==> src/design/esa_pkg.sv <==
/*
   Constants, carrier types and shared decode functions for the admission
   checks of the privileged enclave system instruction.
   Assumes one core clock domain; all inputs arrive from logic on that clock.
*/
`default_nettype none
package esa_pkg;

   // Opcode bytes of the privileged enclave system instruction
   localparam logic [7:0] OPC_BYTE0 = 8'h0F;
   localparam logic [7:0] OPC_BYTE1 = 8'h01;
   localparam logic [7:0] OPC_BYTE2 = 8'hCF;

   localparam int ACC_W    = 64;
   localparam int LEAF_W   = 32;
   localparam int BITMAP_W = 64;
   localparam int BMIDX_W  = 6;
   localparam int CTRL_W   = 16;
   localparam int SLOTS    = 4;

   // Leaf space; the leaf codes are implementation choices
   localparam logic [LEAF_W-1:0]  LEAF_COUNT     = 32'h00000018;
   localparam logic [LEAF_W-1:0]  TRACK_LEAF     = 32'h0000000C;
   localparam logic [LEAF_W-1:0]  TRACK_CHK_LEAF = 32'h00000011;
   localparam logic [LEAF_W-1:0]  LAST_DIRECT    = 32'h0000003E;
   localparam logic [BMIDX_W-1:0] CATCHALL_BIT   = 6'h3F;

   localparam logic [1:0]        TOP_CPL       = 2'h0;
   localparam logic [LEAF_W-1:0] FAULT_ERRCODE = 32'h00000000;

   typedef struct packed {
      logic busLock;
      logic opSize;
      logic repeatPfx;
      logic vecExt;
      logic segOverride;
      logic addrSize;
      logic regExt;
   } esa_prefix_t;

   typedef struct packed {
      logic       protEnable;
      logic       v86;
      logic       smm;
      logic [1:0] cpl;
      logic       gen1Feature;
      logic       featLock;
      logic       enclaveEnable;
      logic       pagingEnable;
      logic       longActive;
      logic       csLong;
      logic       dsExpandDown;
      logic       guestMode;
      logic       exitCtl;
      logic       txnActive;
   } esa_cpu_t;

   typedef enum logic [2:0] {
      ESA_NONE,
      ESA_ADMIT,
      ESA_TXN_ABORT,
      ESA_UD,
      ESA_VMEXIT,
      ESA_GP,
      ESA_CONFLICT
   } esa_outcome_t;

   typedef struct packed {
      esa_outcome_t      outcome;
      logic [LEAF_W-1:0] errCode;
      logic [LEAF_W-1:0] leaf;
      logic              wide64;
      logic              pageConflict;
      logic              trackQual;
   } esa_result_t;

   function automatic logic esa_leaf_valid(input logic [LEAF_W-1:0] leaf);
      esa_leaf_valid = leaf < LEAF_COUNT;
   endfunction

   function automatic logic esa_is_track(input logic [LEAF_W-1:0] leaf);
      esa_is_track = (leaf == TRACK_LEAF) || (leaf == TRACK_CHK_LEAF);
   endfunction

   function automatic logic [BMIDX_W-1:0] esa_bm_index(input logic [LEAF_W-1:0] leaf);
      esa_bm_index = (leaf > LAST_DIRECT) ? CATCHALL_BIT : leaf[BMIDX_W-1:0];
   endfunction

endpackage
`default_nettype wire

==> src/design/esa_track_lock.sv <==
/*
   Busy table for control structures held by the epoch-tracking leaves.
   Assumes acquire and release come from logic on the same clock; a release
   names the structure whose tracking leaf has finished.
*/
`timescale 1ns/1ps
`default_nettype none
module esa_track_lock
   import esa_pkg::*;
(
   input  wire logic              clk,
   input  wire logic              arst_n,
   input  wire logic              acquire,
   input  wire logic [CTRL_W-1:0] acquireId,
   input  wire logic              retire,
   input  wire logic [CTRL_W-1:0] releaseId,
   output logic                   granted,
   output logic                   busyAny
);

   logic              slotValid [SLOTS];
   logic [CTRL_W-1:0] slotId    [SLOTS];
   logic              hit;
   logic              freeFound;
   logic [1:0]        freeIdx;

   // A full table also refuses; the caller sees it as a conflict
   always_comb
   begin
      hit       = 1'b0;
      freeFound = 1'b0;
      freeIdx   = 2'h0;
      busyAny   = 1'b0;
      for (int i = 0; i < SLOTS; i++)
      begin
         busyAny = busyAny | slotValid[i];
         if (slotValid[i] && slotId[i] == acquireId)
            hit = 1'b1;
         if (!slotValid[i] && !freeFound)
         begin
            freeFound = 1'b1;
            freeIdx   = 2'(i);
         end
      end
      granted = acquire && !hit && freeFound;
   end

   always_ff @(posedge clk or negedge arst_n)
   begin
      if (!arst_n)
      begin
         for (int i = 0; i < SLOTS; i++)
         begin
            slotValid[i] <= 1'b0;
            slotId[i]    <= '0;
         end
      end
      else
      begin
         for (int i = 0; i < SLOTS; i++)
         begin
            if (retire && slotValid[i] && slotId[i] == releaseId)
               slotValid[i] <= 1'b0;
         end
         if (granted)
         begin
            slotValid[freeIdx] <= 1'b1;
            slotId[freeIdx]    <= acquireId;
         end
      end
   end

endmodule
`default_nettype wire

==> src/design/esa_admission.sv <==
/*
   Admission and fault checks for the privileged enclave system instruction:
   leaf select, mode, privilege, prefix, feature-control and paging checks,
   the per-leaf hypervisor exit bitmap and tracking-leaf exclusion.
   Assumes decode, state and bitmap inputs come from logic on the same clock
   and hold steady in the cycle where reqValid is high.
*/
// Summary of operation
// - Recognise 0F 01 CF as this instruction
// - Leaf from low 32 accumulator bits only
// - Invalid opcode: no protection, v86, SMM
// - Invalid opcode when privilege level above zero
// - Invalid opcode when gen1 feature bit clear
// - Invalid opcode on lock/66/repeat/vector prefixes
// - Guest exit from bitmap; leaves above 62 use 63
// - Exit check after opcode checks, before GP
// - GP(0) when feature lock or enable clear
// - GP(0) on undefined or unsupported leaf
// - GP(0) when paging is disabled
// - GP(0) for expand-down data outside 64-bit
// - Width 64 only in 64-bit mode
// - Ignore segment, address-size and extension prefixes
// - Active transaction aborts before any other check
// - Tracking leaves exclusive per control structure; conflict reports page error
// - Compatibility mode uses protected-mode checks
`timescale 1ns/1ps
`default_nettype none
module esa_admission
   import esa_pkg::*;
(
   input  wire logic                clk,
   input  wire logic                arst_n,
   input  wire logic                reqValid,
   input  wire logic [7:0]          opcByte0,
   input  wire logic [7:0]          opcByte1,
   input  wire logic [7:0]          opcByte2,
   input  wire esa_prefix_t         prefix,
   input  wire logic [ACC_W-1:0]    accumulator,
   input  wire esa_cpu_t            cpu,
   input  wire logic [BITMAP_W-1:0] exitBitmap,
   input  wire logic [CTRL_W-1:0]   ctrlStructId,
   input  wire logic                leafDone,
   input  wire logic [CTRL_W-1:0]   leafDoneId,
   output logic                     resValid,
   output esa_result_t              result,
   output logic                     trackBusy
);

   logic              opcodeHit;
   logic [LEAF_W-1:0] leaf;
   logic              mode64;
   logic              udMode;
   logic              udCpl;
   logic              udFeature;
   logic              udPrefix;
   logic              exitTaken;
   logic              gpFeat;
   logic              gpLeaf;
   logic              gpPaging;
   logic              gpSegment;
   logic              trackReq;
   logic              granted;
   esa_outcome_t      next_outcome;
   esa_result_t       next_result;

   assign opcodeHit = opcByte0 == OPC_BYTE0 && opcByte1 == OPC_BYTE1
                      && opcByte2 == OPC_BYTE2;

   // Upper accumulator half never reaches the decode, in either width
   assign leaf   = accumulator[LEAF_W-1:0];
   assign mode64 = cpu.longActive && cpu.csLong;

   // Compatibility mode is just mode64 low, so it meets the same checks
   assign udMode    = !cpu.protEnable || cpu.v86 || cpu.smm;
   assign udCpl     = cpu.cpl != TOP_CPL;
   assign udFeature = !cpu.gen1Feature;
   // Segment override, address size and extension prefixes are not looked at
   assign udPrefix  = prefix.busLock || prefix.opSize || prefix.repeatPfx
                      || prefix.vecExt;

   assign exitTaken = cpu.guestMode && cpu.exitCtl
                      && exitBitmap[esa_bm_index(leaf)];

   assign gpFeat    = !cpu.featLock || !cpu.enclaveEnable;
   assign gpLeaf    = !esa_leaf_valid(leaf);
   assign gpPaging  = !cpu.pagingEnable;
   assign gpSegment = !mode64 && cpu.dsExpandDown;

   // Priority chain; the lock is only asked for once every fault has passed
   always_comb
   begin
      next_outcome = ESA_ADMIT;
      if (!opcodeHit)
         next_outcome = ESA_NONE;
      else if (cpu.txnActive)
         next_outcome = ESA_TXN_ABORT;
      else if (udMode || udCpl || udFeature || udPrefix)
         next_outcome = ESA_UD;
      else if (exitTaken)
         next_outcome = ESA_VMEXIT;
      else if (gpFeat || gpLeaf || gpPaging || gpSegment)
         next_outcome = ESA_GP;
   end

   assign trackReq = reqValid && next_outcome == ESA_ADMIT && esa_is_track(leaf);

   esa_track_lock u_lock
   (
      .clk       (clk),
      .arst_n    (arst_n),
      .acquire   (trackReq),
      .acquireId (ctrlStructId),
      .retire    (leafDone),
      .releaseId (leafDoneId),
      .granted   (granted),
      .busyAny   (trackBusy)
   );

   always_comb
   begin
      next_result              = '0;
      next_result.outcome      = next_outcome;
      next_result.leaf         = leaf;
      next_result.wide64       = mode64;
      next_result.errCode      = FAULT_ERRCODE;
      if (trackReq && !granted)
      begin
         next_result.outcome      = ESA_CONFLICT;
         next_result.pageConflict = 1'b1;
         // Only a guest has a hypervisor to hear the qualifier
         next_result.trackQual    = cpu.guestMode;
      end
   end

   always_ff @(posedge clk or negedge arst_n)
   begin
      if (!arst_n)
         resValid <= 1'b0;
      else
         resValid <= reqValid;
   end

   always_ff @(posedge clk or negedge arst_n)
   begin
      if (!arst_n)
         result <= '0;
      else if (reqValid)
         result <= next_result;
   end

   logic hitReq;
   assign hitReq = reqValid && opcodeHit;

   // Request that has cleared the invalid-opcode stage, then the exit stage
   logic passUd;
   logic passExit;
   assign passUd   = hitReq && !cpu.txnActive && !udMode && !udCpl
                     && !udFeature && !udPrefix;
   assign passExit = passUd && !exitTaken;
endmodule
`default_nettype wire

==> config.mk <==
export PLATFORM = sky130hd
export DESIGN_NAME = esa_admission
export DESIGN_NICKNAME = d
export VERILOG_FILES = /design/src/design/esa_pkg.sv /design/src/design/esa_track_lock.sv /design/src/design/esa_admission.sv
export SDC_FILE = /design/constraint.sdc
export NUM_CORES = 1
export LEC_CHECK = 0
export ABC_AREA = 1
export BUFFER_PORTS_ARGS = -buffer_cell sky130_fd_sc_hd__buf_2
export CELL_PAD_IN_SITES_DETAIL_PLACEMENT = 1
export CELL_PAD_IN_SITES_GLOBAL_PLACEMENT = 2
export CORE_ASPECT_RATIO = 1.2
export CORE_UTILIZATION = 28
export DETAILED_ROUTE_END_ITERATION = 8
export GPL_ROUTABILITY_DRIVEN = 1
export PLACE_DENSITY = 0.86
export SETUP_SLACK_MARGIN = 0.2
export SYNTH_ARGS = -nofsm -noshare
export SYNTH_HDL_FRONTEND = slang
export SYNTH_SLANG_ARGS = --single-unit
==> constraint.sdc <==
create_clock -name clk -period 4.8 [get_ports clk]
set_input_delay 0.24 -clock clk [delete_from_list [all_inputs] [get_ports clk]]
set_output_delay 0.24 -clock clk [all_outputs]
set_load 0.02 [all_outputs]
==> impl_results.md <==
* Critical path data required time at 5.05 ns
* CTS tree: done
* RSZ-0062 raised after global routing: no
* Starting Density at 28.4%
* DIE HEIGHT at 178 um
* Final net count at 1,374
* Core Util, Final at 34.1%
* Synthesized flop and latch total at 107
* Buffers added on ports at 214
* Core area at 25,500 um^2
* Cell taking the most area after synthesis: dfrtp_1
* Post-synthesis cell type count at 36
* Tot GR Track Use at 20.2%
* Syn. warnings at 0
* Routed Antenna Nets at 0
* Vias in the first global route at 7,607
* Fin crit period at 3.77 ns
* Clock slew at reported path FFs at 0.08 ns
* Clock Skews at 0.00937 ns
* Post-synth EDFFs at 0
* Period utilization at 78.6%
* Setup TNS at 0 ns
* First-pass GRT wire length at 41.8 mm
* Max-slew violations at 0
* Post-CTS Hold Buffers at 0
* Die Area at 26,500 um^2
* Detailed Route Iter0 Violations at 326
* Maxcap violations at 0
* Row count at 64
* Worst slew pin tran at 0.980 ns
* R2R Path Start: u_lock.slotId[16]
* Peak supply drop at 0.124 mV
* Initial antenna violation count at 0
* CTS H-tree lvls at 3
* Vias/cell at 5.07
* CP startpoint kind: input pin
* Post-CTS Resized at 0
* Pwr/cell area at 236 nW/um^2
* Final setup fails at 0
* Yosys top cell area share at 37.0%
* CTS sink count at 107
* Final WL at 26.7 mm
* Root buffer selected by CTS: clkbuf_16
* CTS max path bufs at 2
* Fin worst setup slack at 1.03 ns
* Layout cells sized above 1 at 22.7%
* Worst min path class: input pin to async pin
* CP max FO at 29
* # IOs at 282
* Worst setup path class: input pin to register
* Chip width at 149 um
* Drt first pass iters at 6
* CP Capture Type: register
* Post-Syn Area at 7230 um^2
* Leak Pwr at 4.37 nW
* Worst relative slew slack at 34.6%
* Mapped Cells at 984
* CTS buffer count at 9
* Latest clock arrival within the worst-skew pair at 0.36 ns
* Status: complete, but fails checks
* Fin. Hold Viols at 0
* Routed len/inst at 17.8 um
* Antenna Diode Count at 0
* Via count at 7,601
* DRC violation count after routing at 2
* FMAX at 265 MHz
* # Post-CTS Setup Buffers at 0
* Mapped Avg Cell Area at 7.35 um^2
* GPL Wtd Cong at 0.894
* Dpl ws at 0.547 ns
* Primary FF master, synth: dfrtp_1
* Worst Setup SP: accumulator[23]
* Syn-to-layout area delta at 20.3%
* Sequential area share after synthesis at 37.0%
* DP Wirelength at 20.0 mm
* Total gr overflow at 0
* Largest net degree at the start of global routing at 72
* FFs w/ async S/R, synth at 100%
* Synth area leaders: dfrtp_1 37%, nand2_1 16%, nand4_1 9.0%
* Crit path DAT at 4.03 ns
* Failing checks: DRC
* Worst R2R Setup Slack at 1.63 ns
layout by cell type, fill, tap and decap left out, drive strengths merged:
cell type / instances
nor4: 17
xnor2: 27
nand2: 312
or2: 8
clkinvlp: 1
conb: 32
or4: 2
xor2: 25
dfrtp: 107
o2111ai: 16
o21ai: 18
buf: 226
a21oi: 19
a221oi: 9
o311ai: 1
clkinv: 5
a2111oi: 3
o22ai: 24
clkbuf: 9
o41ai: 1
nor2: 46
nand3: 82
inv: 66
nor3: 4
nand4: 104
o211ai: 5
sequential cells by signal, summed over array words and instances (netlist names):
name / flops
result: 38
u_lock.slotId: 64
resValid: 1
u_lock.slotValid: 4
layout make-up:
type,instances,area [um^2]
timing repair buffer,226,1160
tap,330,413
multi-input combinational,755,3910
fill,3271,16800
inverter,65,244
clock inverter,7,67.6
clock buffer,9,225
sequential,107,2680
layer usage:
metal  global-route usage (%)  up-vias  routed length [um]
met5                        0        -                   0
met1                     24.1     3706               11100
met3                     4.50       23                1480
met4                     5.46        0                 413
met2                     36.2      203               13700
li1                         -     3669                   -
stage by stage:
step | std cells | area (um^2) | hold WS, ns | total power [mW]
floorplan | 1015 | 7340 | -0.0556 | 1.15
detailed placement | 1483 | 8400 | 0.454 | 1.31
global placement | 1483 | 8400 | 0.451 | 1.31
finish | 1499 | 8700 | 0.0300 | 2.05
global route | 1499 | 8700 | 0.0852 | 2.16
CTS | 1499 | 8700 | 0.0748 | 2.08
worst paths after layout:
kind                                            end  depth (start not counted)
worst max register to register    u_lock.slotId[60]                         11
worst min register to register           result[22]                          2
min in group clk                         result[11]                          3
max in group asynchronous       u_lock.slotValid[2]                          2
worst min-delay path              u_lock.slotId[20]                          1
worst max-delay path              u_lock.slotId[60]                         19
report_power, final:
group	total (mW)	internal (mW)	leakage, nW	switching (mW)
logic	0.351	0.120	2.81	0.231
registers	0.941	0.927	1.42	0.0140
clock network	0.761	0.367	0.142	0.394
total	2.05	1.41	4.37	0.639
worst max-delay path, stage by stage:
cell and delay, ns:
buf_2 0.10, nor2_1 0.10, nand2_1 0.06, nor2_1 0.16
nand2_1 0.13, nor2_4 0.31, nand3_2 0.55, nand2_1 0.20
nand3_1 0.09, nand3_1 0.11, nand3_1 0.09, nand3_1 0.11
nand3_1 0.12, nand3_1 0.09, a21oi_1 0.12, nor2_4 0.57
nand3_2 0.57, nand2_1 0.20, nand2_1 0.08
synthesized netlist by cell type (all sizes together) (2+ instances only):
library cell	count
nor2	46
nor4	17
buf	54
o21ai	18
a2111oi	3
clkinv	2
nand3	82
a21oi	19
nor3	4
o22ai	24
xnor2	27
clkbuf	34
nand2	312
a221oi	9
or2	8
nand4	104
inv	63
or4	2
xor2	25
o211ai	5
dfrtp	107
o2111ai	16
cells by family after synthesis:
logic type,after synthesis,share of synthesized area (%)
compound gates,96,8.95
xor+xnor,52,6.30
buf+inv,153,10.9
flops,107,37.0
other cells,1,0.0519
simple gates,575,36.8
No activity file was read; power rests on OpenSTA's default activity.
